## config.mk

```make
export PLATFORM = sky130hd
export DESIGN_NAME = cmp_ctl_top
export DESIGN_NICKNAME = d
export VERILOG_FILES = /design/src/common/cmp_ctl_pkg.sv /design/src/core/cmp_sync_edge.sv /design/src/core/cmp_pin_map.sv /design/src/core/cmp_ctl_top.sv
export SDC_FILE = /design/constraint.sdc
export NUM_CORES = 1
export LEC_CHECK = 0
export BUFFER_PORTS_ARGS = -buffer_cell sky130_fd_sc_hd__buf_2
export CELL_PAD_IN_SITES_DETAIL_PLACEMENT = 2
export CELL_PAD_IN_SITES_GLOBAL_PLACEMENT = 2
export CORE_UTILIZATION = 33
export CTS_BUF_LIST = sky130_fd_sc_hd__clkbuf_4
export CTS_CLUSTER_DIAMETER = 120
export CTS_CLUSTER_SIZE = 10
export DETAILED_ROUTE_END_ITERATION = 12
export PLACE_DENSITY_LB_ADDON = 0.1
export SYNTH_ARGS = -nofsm -noshare
export SYNTH_HDL_FRONTEND = slang
export SYNTH_SLANG_ARGS = --single-unit
```

## constraint.sdc

```tcl
create_clock -name clk_i -period 1.35 [get_ports clk_i]
set_input_delay 0.0675 -clock clk_i [delete_from_list [all_inputs] [get_ports clk_i]]
set_output_delay 0.0675 -clock clk_i [all_outputs]
set_load 0.005 [all_outputs]
```

## src/common/cmp_ctl_pkg.sv

```systemverilog
// shared constants and types for the comparator control and interrupt block
package cmp_ctl_pkg;

    // ------------------------------------------------------------------
    // register map (byte addresses)
    // ------------------------------------------------------------------
    localparam logic [7:0] ADDR_CTL_ONE = 8'h59;
    localparam logic [7:0] ADDR_CTL_TWO = 8'h5a;
    localparam logic [7:0] ADDR_PBD = 8'h5b;

    localparam logic [7:0] RST_CTL_ONE = 8'h00;
    localparam logic [7:0] RST_CTL_TWO = 8'h00;
    localparam logic [7:0] RST_PBD = 8'h00;

    // ------------------------------------------------------------------
    // control one fields
    // ------------------------------------------------------------------
    localparam int BIT_EXCHANGE = 7;
    localparam int BIT_REF_TERM = 6;
    localparam int BIT_REF_LVL_HI = 5;
    localparam int BIT_REF_LVL_LO = 4;
    localparam int BIT_POWER_ON = 3;
    localparam int BIT_EDGE_POL = 2;
    localparam int BIT_IRQ_EN = 1;
    localparam int BIT_EVT_FLAG = 0;

    // ------------------------------------------------------------------
    // control two fields
    // ------------------------------------------------------------------
    localparam int BIT_SHORT = 7;
    localparam int BIT_MUX_HI = 6;
    localparam int BIT_MUX_LO = 2;
    localparam int BIT_FILTER = 1;
    localparam int BIT_RAW_OUT = 0;

    localparam int MUX_W = 5;
    localparam int PIN_COUNT = 8;

    // reference level choices
    typedef enum logic [1:0] {
        REF_OFF,
        REF_QUARTER,
        REF_HALF,
        REF_THRESHOLD
    } ref_level_e;

endpackage : cmp_ctl_pkg

```

## src/core/cmp_sync_edge.sv

```systemverilog
// two-stage synchroniser with edge detection on the second stage
module cmp_sync_edge (
    input wire logic clk_i,
    input wire logic rst_n_i,
    input wire logic async_i,
    input wire logic falling_i,
    output logic level_o,
    output logic edge_o
);
    typedef struct packed {
        logic meta;
        logic sync;
        logic last;
    } sync_s;

    sync_s state;
    sync_s next_state;

    always_comb begin
        next_state = state;
        next_state.meta = async_i;
        next_state.sync = state.meta;
        next_state.last = state.sync;
    end

    always_ff @(posedge clk_i) begin
        if (!rst_n_i) begin
            state <= '0;
        end else begin
            state <= next_state;
        end
    end

    assign level_o = state.sync;
    // chosen edge of the synchronised level; first stage is read by sync only
    assign edge_o = falling_i ? (state.last & ~state.sync) : (~state.last & state.sync);
endmodule : cmp_sync_edge

```

## src/core/cmp_pin_map.sv

```systemverilog
// decodes the input multiplexer selection into per-pin buffer disables
module cmp_pin_map #(
    parameter int PINS = cmp_ctl_pkg::PIN_COUNT
) (
    input wire logic [cmp_ctl_pkg::MUX_W-1:0] mux_sel_i,
    input wire logic [PINS-1:0] pbd_i,
    output logic [PINS-1:0] disable_o
);
    import cmp_ctl_pkg::*;

    // each multiplexer select bit connects the pin of the same index
    function automatic logic [PINS-1:0] mux_pins(input logic [MUX_W-1:0] sel);
        logic [PINS-1:0] p;
        p = '0;
        for (int i = 0; i < MUX_W && i < PINS; i++) begin
            p[i] = sel[i];
        end
        return p;
    endfunction : mux_pins

    assign disable_o = pbd_i | mux_pins(mux_sel_i);
endmodule : cmp_pin_map

```

## src/core/cmp_ctl_top.sv

```systemverilog
// comparator control registers, analog core controls and interrupt logic
// ----------------------------------------------------------------------
// ----------------------------------------------------------------------
//
// Decided for this implementation: the strobed register port.
module cmp_ctl_top #(
    parameter int PINS = cmp_ctl_pkg::PIN_COUNT
) (
    input wire logic clk_i,
    input wire logic rst_n_i,
    // register port
    input wire logic [7:0] addr_i,
    input wire logic [7:0] wdata_i,
    input wire logic wr_i,
    input wire logic rd_i,
    output logic [7:0] rdata_o,
    // analog core
    input wire logic cmp_raw_i,
    input wire logic cmp_filtered_i,
    output logic input_short_ctl_o,
    output logic output_filter_en_o,
    output cmp_ctl_pkg::ref_level_e ref_level_sel_o,
    output logic ref_terminal_sel_o,
    output logic input_exchange_o,
    output logic cmp_power_on_o,
    output logic [cmp_ctl_pkg::MUX_W-1:0] input_mux_sel_o,
    output logic cmp_output_o,
    // port buffers
    output logic [PINS-1:0] pin_buffer_disable_o,
    // interrupt
    input wire logic global_irq_en_i,
    input wire logic irq_ack_i,
    output logic irq_o
);
    import cmp_ctl_pkg::*;

    // ------------------------------------------------------------------
    // state
    // ------------------------------------------------------------------
    typedef struct packed {
        logic [7:0] ctl_one;
        logic [7:0] ctl_two;
        logic [PINS-1:0] pbd;
        logic [PINS-1:0] pin_dis;
        logic [7:0] rdata;
        logic irq;
        logic cmp_out;
    } top_s;

    top_s state;
    top_s next_state;

    logic sel_out;
    logic presented;
    logic cmp_level;
    logic cmp_edge;
    logic [PINS-1:0] pin_dis_comb;
    logic [MUX_W-1:0] next_mux_sel;
    logic [PINS-1:0] next_pbd;

    // ------------------------------------------------------------------
    // analog result path
    // ------------------------------------------------------------------
    // filtered or raw result, inverted when terminals are exchanged
    assign sel_out = state.ctl_two[BIT_FILTER] ? cmp_filtered_i : cmp_raw_i;
    assign presented = state.ctl_one[BIT_POWER_ON] &
        (sel_out ^ state.ctl_one[BIT_EXCHANGE]);

    cmp_sync_edge u_sync (
        .clk_i(clk_i),
        .rst_n_i(rst_n_i),
        .async_i(presented),
        .falling_i(state.ctl_one[BIT_EDGE_POL]),
        .level_o(cmp_level),
        .edge_o(cmp_edge)
    );

    // pin disables follow the values being written, so a newly selected
    // pin is never left enabled for a cycle behind its select bits
    assign next_mux_sel = (wr_i && addr_i == ADDR_CTL_TWO) ?
        wdata_i[BIT_MUX_HI:BIT_MUX_LO] : state.ctl_two[BIT_MUX_HI:BIT_MUX_LO];
    assign next_pbd = (wr_i && addr_i == ADDR_PBD) ? wdata_i[PINS-1:0] : state.pbd;

    cmp_pin_map #(
        .PINS(PINS)
    ) u_pins (
        .mux_sel_i(next_mux_sel),
        .pbd_i(next_pbd),
        .disable_o(pin_dis_comb)
    );

    // ------------------------------------------------------------------
    // next state
    // ------------------------------------------------------------------
    always_comb begin
        logic flag;
        logic [7:0] wr_one;
        logic [7:0] rd_two;
        flag = state.ctl_one[BIT_EVT_FLAG];
        wr_one = wdata_i;
        rd_two = state.ctl_two;
        next_state = state;

        // software writes; flag bit handled with the event below
        if (wr_i) begin
            case (addr_i)
                ADDR_CTL_ONE: begin
                    next_state.ctl_one = wr_one;
                    flag = wr_one[BIT_EVT_FLAG];
                end
                ADDR_CTL_TWO: begin
                    next_state.ctl_two = {wdata_i[7:1], 1'b0};
                end
                ADDR_PBD: begin
                    next_state.pbd = wdata_i[PINS-1:0];
                end
                default: begin
                end
            endcase
        end

        if (irq_ack_i && state.irq) begin
            flag = 1'b0;
        end
        if (cmp_edge) begin
            flag = 1'b1;
        end
        next_state.ctl_one[BIT_EVT_FLAG] = flag;

        next_state.irq = flag && next_state.ctl_one[BIT_IRQ_EN] && global_irq_en_i;
        next_state.cmp_out = cmp_level;
        next_state.pin_dis = pin_dis_comb;

        // read data stands in the cycle after the strobe
        rd_two[BIT_RAW_OUT] = cmp_level;
        next_state.rdata = 8'h00;
        if (rd_i) begin
            case (addr_i)
                ADDR_CTL_ONE: next_state.rdata = state.ctl_one;
                ADDR_CTL_TWO: next_state.rdata = rd_two;
                ADDR_PBD: next_state.rdata = 8'(state.pbd);
                default: next_state.rdata = 8'h00;
            endcase
        end
    end

    // ------------------------------------------------------------------
    // registers
    // ------------------------------------------------------------------
    always_ff @(posedge clk_i) begin
        if (!rst_n_i) begin
            state <= '0;
            state.ctl_one <= RST_CTL_ONE;
            state.ctl_two <= RST_CTL_TWO;
            state.pbd <= RST_PBD;
        end else begin
            state <= next_state;
        end
    end

    // ------------------------------------------------------------------
    // outputs
    // ------------------------------------------------------------------
    assign rdata_o = state.rdata;
    assign input_short_ctl_o = state.ctl_two[BIT_SHORT];
    assign output_filter_en_o = state.ctl_two[BIT_FILTER];
    assign ref_level_sel_o = ref_level_e'(state.ctl_one[BIT_REF_LVL_HI:BIT_REF_LVL_LO]);
    assign ref_terminal_sel_o = state.ctl_one[BIT_REF_TERM];
    assign input_exchange_o = state.ctl_one[BIT_EXCHANGE];
    assign cmp_power_on_o = state.ctl_one[BIT_POWER_ON];
    assign input_mux_sel_o = state.ctl_two[BIT_MUX_HI:BIT_MUX_LO];
    assign cmp_output_o = state.cmp_out;
    assign pin_buffer_disable_o = state.pin_dis;
    assign irq_o = state.irq;
endmodule : cmp_ctl_top

```

== Word-level counts from Yosys, hierarchy flattened ==
Index checks and enable logic that the tools add are counted.
Operators by class
  equality and inequality tests: 3
  multiplexer cells: 13
  bitwise gates (word level): 7
  reductions and logical operators: 9
Operators with widths (number)
  $eq 8x7->1 const B: 3
  $mux 8: 3
  $pmux 8 s3: 1
  $mux 18: 1
  $or 8x5->8: 1
  $reduce_and 2->1: 4
  $mux 1: 6
  $logic_and 1x1->1: 5
  $mux 5: 1
  $and 1x1->1: 3
  $mux 2: 1
  $not 1->1: 2
  $xor 1x1->1: 1
Storage, ports and cells
  flip-flop bits (word level): 43
  output and inout bits: 30
  logic and storage cells: 42

== Logic depth before layout (Yosys ltp) ==
  depth in word-level cells: 7
  depth in mapped cells: 5
  depth with buffers taken out: 4

== Modules after synthesis ==
From an unflattened synthesis, not the netlist that was laid out.
Second synthesis, totals
  cells, all modules: 190
  area total of the unflattened synthesis: 2004.4 µm²
By module, submodules not included
  cmp_ctl_top: times used 1, cells each 173, area an instance 1849.3 µm², sequential area each 820.8 µm²
  cmp_sync_edge: times used 1, cells each 9, area an instance 101.3 µm², sequential area each 60.1 µm²
  cmp_pin_map: times used 1, cells each 8, area an instance 53.8 µm², sequential area each 0.0 µm²

== Worst setup path before layout ==
OpenSTA, ideal clock, no wires.
  path kind: input to register
  start: input port addr_i[5]
  end: register state[34] (netlist bit)
  setup time: 0.120 ns
  data arrival time: 1.015 ns
  setup slack: 0.216 ns
  cell stages on the path: 5
  buffers on the path: 1
  path through: and4bb_1 -> buf_6 -> nand4_2 -> and4_4 -> a211o_1
Between the ends
  cells in the longest elaborated chain, start to end: 5
Ends and longest elaborated chain
  start, declared: RTL line cmp_ctl_top.sv:12  | input wire logic [7:0] addr_i,
  $eq 8x7->1: RTL line cmp_ctl_top.sv:106  | case (addr_i)
  $mux 1: RTL line cmp_ctl_top.sv:106
  $mux 1: RTL line cmp_ctl_top.sv:105  | if (wr_i) begin
  $mux 1: RTL line cmp_ctl_top.sv:122  | if (irq_ack_i && state.irq) begin
  $mux 1: RTL line cmp_ctl_top.sv:125  | if (cmp_edge) begin
  end signal, assigned: RTL line cmp_ctl_top.sv:157  | state <= next_state;
  end, declared: RTL line cmp_ctl_top.sv:50  | top_s state;
Every way passes these cells.
A chain may end at the register's enable or synchronous reset.

== Final worst setup path ==
  start: register u_sync.state, in the netlist u_sync.level_o
  end: register state, in the netlist irq_o
Between the ends
  cells in the longest elaborated chain, start to end: 6
Ends and longest elaborated chain
  start, declared: RTL line cmp_sync_edge.sv:16  | sync_s state;
  start signal, assigned: RTL line cmp_sync_edge.sv:30  | state <= next_state;
  $not 1->1: RTL line cmp_sync_edge.sv:36  | assign edge_o = falling_i ? (state.last & ~state.sync) : (~state.last & state.sync);
  $and 1x1->1: RTL line cmp_sync_edge.sv:36
  $mux 1 *: RTL line cmp_sync_edge.sv:36
  $mux 1 *: RTL line cmp_ctl_top.sv:125
  $logic_and 1x1->1 * (2 in a row): RTL line cmp_ctl_top.sv:130  | next_state.irq = flag && next_state.ctl_one[BIT_IRQ_EN] && global_irq_en_i;
Every way passes the cells marked *; elsewhere a longest branch is shown, timed or not.

==> results.md <==
- Run status: finished, final reports clean
- Width of the die: 78.3 um
- Vias after detailed routing: approximately 1.4k
- Wire length of the first global-routing pass: 7.67 mm
- Number of hold-slack violations in the final timing report: 0
- Number of enable-type register cells in the synthesized netlist: 0
- Highest clock rate: 817 MHz
- Area growth from synthesis to layout: 16.5%
- Critical path class: reg -> reg
- Setup-violating endpoint count in the final report: 0
- I/O pin cnt: 54
- Power density of the placed cells: 994 mW/mm^2
- Static Leakage: 0.00114 uW
- Number of nets in the synthesized netlist: 205
- Count of max-cap constraint violations: 0
- Warnings, synthesis: 0
- Worst-case setup slack after placement: -0.0336 ns
- Slew at the pin closest to its max-slew limit: roughly 0.39 ns
- First-pass detailed-route iteration total: 3
- Post-DR vias/cell: 4.74
- Count of input and output buffers: 53
- Clock slew at the register clock pins of the worst setup and hold paths: 0.13 ns
- Cell variety after synth: 37
- Highest ir drop seen on vdd: 0.429 mV
- Switching Share: 0.228
- Worst R2R Setup Slack: between 0.1 and 0.15 ns
- Synthesized area divided by synthesized cell count: 10.6 um^2
- Clock tree root buffer cell: sky130_fd_sc_hd__clkbuf_4
- Share of the yosys chip area belonging to registers: 0.448
- Register bit total from synthesis: 43
- Async S/R FF share, synth: 0
- Starting density of the core: 0.345
- Share of total power in combinational logic: 0.063
- GRT Overall Usage: 0.169
- Fraction of final layout cells with drive strength greater than 1: 0.397
- Clock sink total: 43
- Final net count: 247
- Simple logic cell fraction of the synthesized area: 0.193
- Max FO, Critical Path: 4
- Hold Worst Slack: 0.00926 ns
- Routed Antenna Nets: 0
- Final WS setup: about 0.13 ns
- Antenna Cells: 0
- Net switching power figure: 507 uW
- Share of the cycle needed by the critical path after routing: 0.907
- Launching element type of the critical path: register
- GRT Residual Overflow: 0
- Post-CTS Setup Repair Bufs: 0
- Most common cell after layout, fill and taps aside: sky130_fd_sc_hd__buf_2
- Cells after DPL: 287
- Max H-tree Level: 2
- DR WL/cell: 16.2 um
- Mux cell area share after synthesis: 0.164
- Layout Skew: 0.00966 ns
- RSZ-0062 raised after global routing: no
- Final Instance Count excl. Fillers: 296
- Max Slew Vio Count: 0
- CP arrival: 1.50 ns
- Worst relative slew slack: 0.734
- Area of the mapped netlist: 0.00192 mm^2
- Time the worst path needs with I/O delays and setup: around 1.2 ns
- Largest net degree at the start of global routing: 19
- Row cnt: 27
- Full die area: just over 0.006 mm^2
- Adder and majority gate portion of the synthesized area: 0
- CTS max path bufs: 2
- Total wire length: 4.80 mm
- Die boundary height: 78.3 um
- Req. time, crit path: 1.63 ns
- Antenna violations before repair: 0
- CTS buffer count: 5
- Later-pin clock latency in the skew report: about 0.36 ns
- Post-route DRC: 0
- Last weighted congestion value of the routability-driven placer: 0.709
- Number of global-route vias before repair: 1514
- Core region area: approximately 0.0056 mm^2
- Synth Instances: 181
- Total half-perimeter wirelength after legalization and detailed placement: 3.65 mm
- Internal cell power: 1720 uW
- Type of destination of the critical path: register
- Count of routing violations after the opening detailed-route iteration: 64
- Clock tree from TritonCTS: built
- Most frequent cells in the layout: sky130_fd_sc_hd__buf_2 (53), sky130_fd_sc_hd__dfxtp_1 (43), sky130_fd_sc_hd__mux2i_1 (21)
- Area fraction in compound gates after synthesis: 0.0723
- Final Total Pwr: 2220 uW
- Worst hold path type: in -> reg
- Commonest register cell after synthesis: sky130_fd_sc_hd__dfxtp_1
- Combinational family with the most area after synthesis: simple AND/OR/NAND/NOR gates
- Clk network pwr share: 0.365
- Post-synthesis xor/xnor area fraction: 0.00456
- Part of the power in registers: 0.572
## layout make-up
cell class | instances | area [um^2]
Multi-Input combinational cell | 105 | 833
Sequential cell | 43 | 861
Fill cell | 636 | 3340
Clock inverter | 3 | 38.8
Clock buffer | 5 | 37.5
Timing Repair Buffer | 67 | 373
Tap cell | 72 | 90.1
Inverter | 1 | 3.75
## critical path: stages (launching register included)
cell and delay, ns:
sky130_fd_sc_hd__dfxtp_1 0.42, sky130_fd_sc_hd__nand2b_1 0.07, sky130_fd_sc_hd__o21ai_0 0.34, sky130_fd_sc_hd__a21oi_1 0.09, sky130_fd_sc_hd__o31ai_1 0.23
## flip-flops by register name, indices dropped and copies added, names as in the netlist
register / cells
u_sync.level_o: 1
ref_level_sel_o: 2
cmp_output_o: 1
u_sync.next_state: 1
input_short_ctl_o: 1
state: 11
cmp_power_on_o: 1
ref_terminal_sel_o: 1
irq_o: 1
pin_buffer_disable_o: 8
output_filter_en_o: 1
input_mux_sel_o: 5
input_exchange_o: 1
rdata_o: 8
## layer usage
layer	GRT usage	vias to the layer above	wire length [um]
met2	0.300	30	2400
met3	0.0419	5	180
li1	-	679	-
met4	0.0500	0	53
met1	0.199	690	2160
met5	0	-	0
## power by group through the flow
| stage | registers [uW] | clock network (uW) | logic (uW) |
|---|---|---|---|
| final | 1270 | 812 | 140 |
| after global routing | 1270 | 894 | 152 |
| after CTS | 1270 | 838 | 142 |
| after detailed placement | 1300 | 0 | 140 |
| after global placement | 1300 | 0 | 134 |
| after floorplan | 1300 | 0 | 67.3 |
## cell families after synthesis
kind of cell / after synthesis
compound gates: 19
xor+xnor: 1
buf+inv: 33
flops: 43
mux: 30
simple gates: 55
## cells in the mapped netlist (2+ instances only)
cell                       instances  area, um^2
sky130_fd_sc_hd__a21boi_0          3        22.5
sky130_fd_sc_hd__a22oi_1           8        60.1
sky130_fd_sc_hd__and2_1            4        25.0
sky130_fd_sc_hd__and3_1            2        12.5
sky130_fd_sc_hd__buf_2             3        15.0
sky130_fd_sc_hd__buf_4            23         173
sky130_fd_sc_hd__clkbuf_1          3        11.3
sky130_fd_sc_hd__dfxtp_1          43         861
sky130_fd_sc_hd__mux2_2            8        90.1
sky130_fd_sc_hd__mux2i_1          21         210
sky130_fd_sc_hd__nand2_1           7        26.3
sky130_fd_sc_hd__nand3_1           2        10.0
sky130_fd_sc_hd__nand4_2           2        25.0
sky130_fd_sc_hd__nand4_4           2        42.5
sky130_fd_sc_hd__nor2_1            8        30.0
sky130_fd_sc_hd__nor2b_1          20         125
sky130_fd_sc_hd__o21ai_0           2        10.0
## per-stage QoR
stage	utilization	cell area [um^2]	TNS (ns)
finish	0.401	2240	0
global route	0.401	2240	0
CTS	0.401	2240	0
detailed placement	0.386	2150	-0.0713
global placement	0.386	2150	0
floorplan	-	1920	0
## path summary, 6_finish.rpt
kind / cells past startpoint / to / start
max: 4 / irq_o$_SDFF_PN0_ / u_sync.level_o$_SDFF_PN0_
min: 3 / state[36]$_SDFFE_PN0P_ / wdata_i[2]
max reg2reg: 4 / irq_o$_SDFF_PN0_ / u_sync.level_o$_SDFF_PN0_
min reg2reg: 1 / u_sync.level_o$_SDFF_PN0_ / u_sync.next_state[1]$_SDFF_PN0_
## timing repair
action / CTS / global route
resized for setup: 0 / 0
endpoints found under the hold margin: 1 / 0
hold buffers: 1 / 0
(Power assumes the default switching activity.)
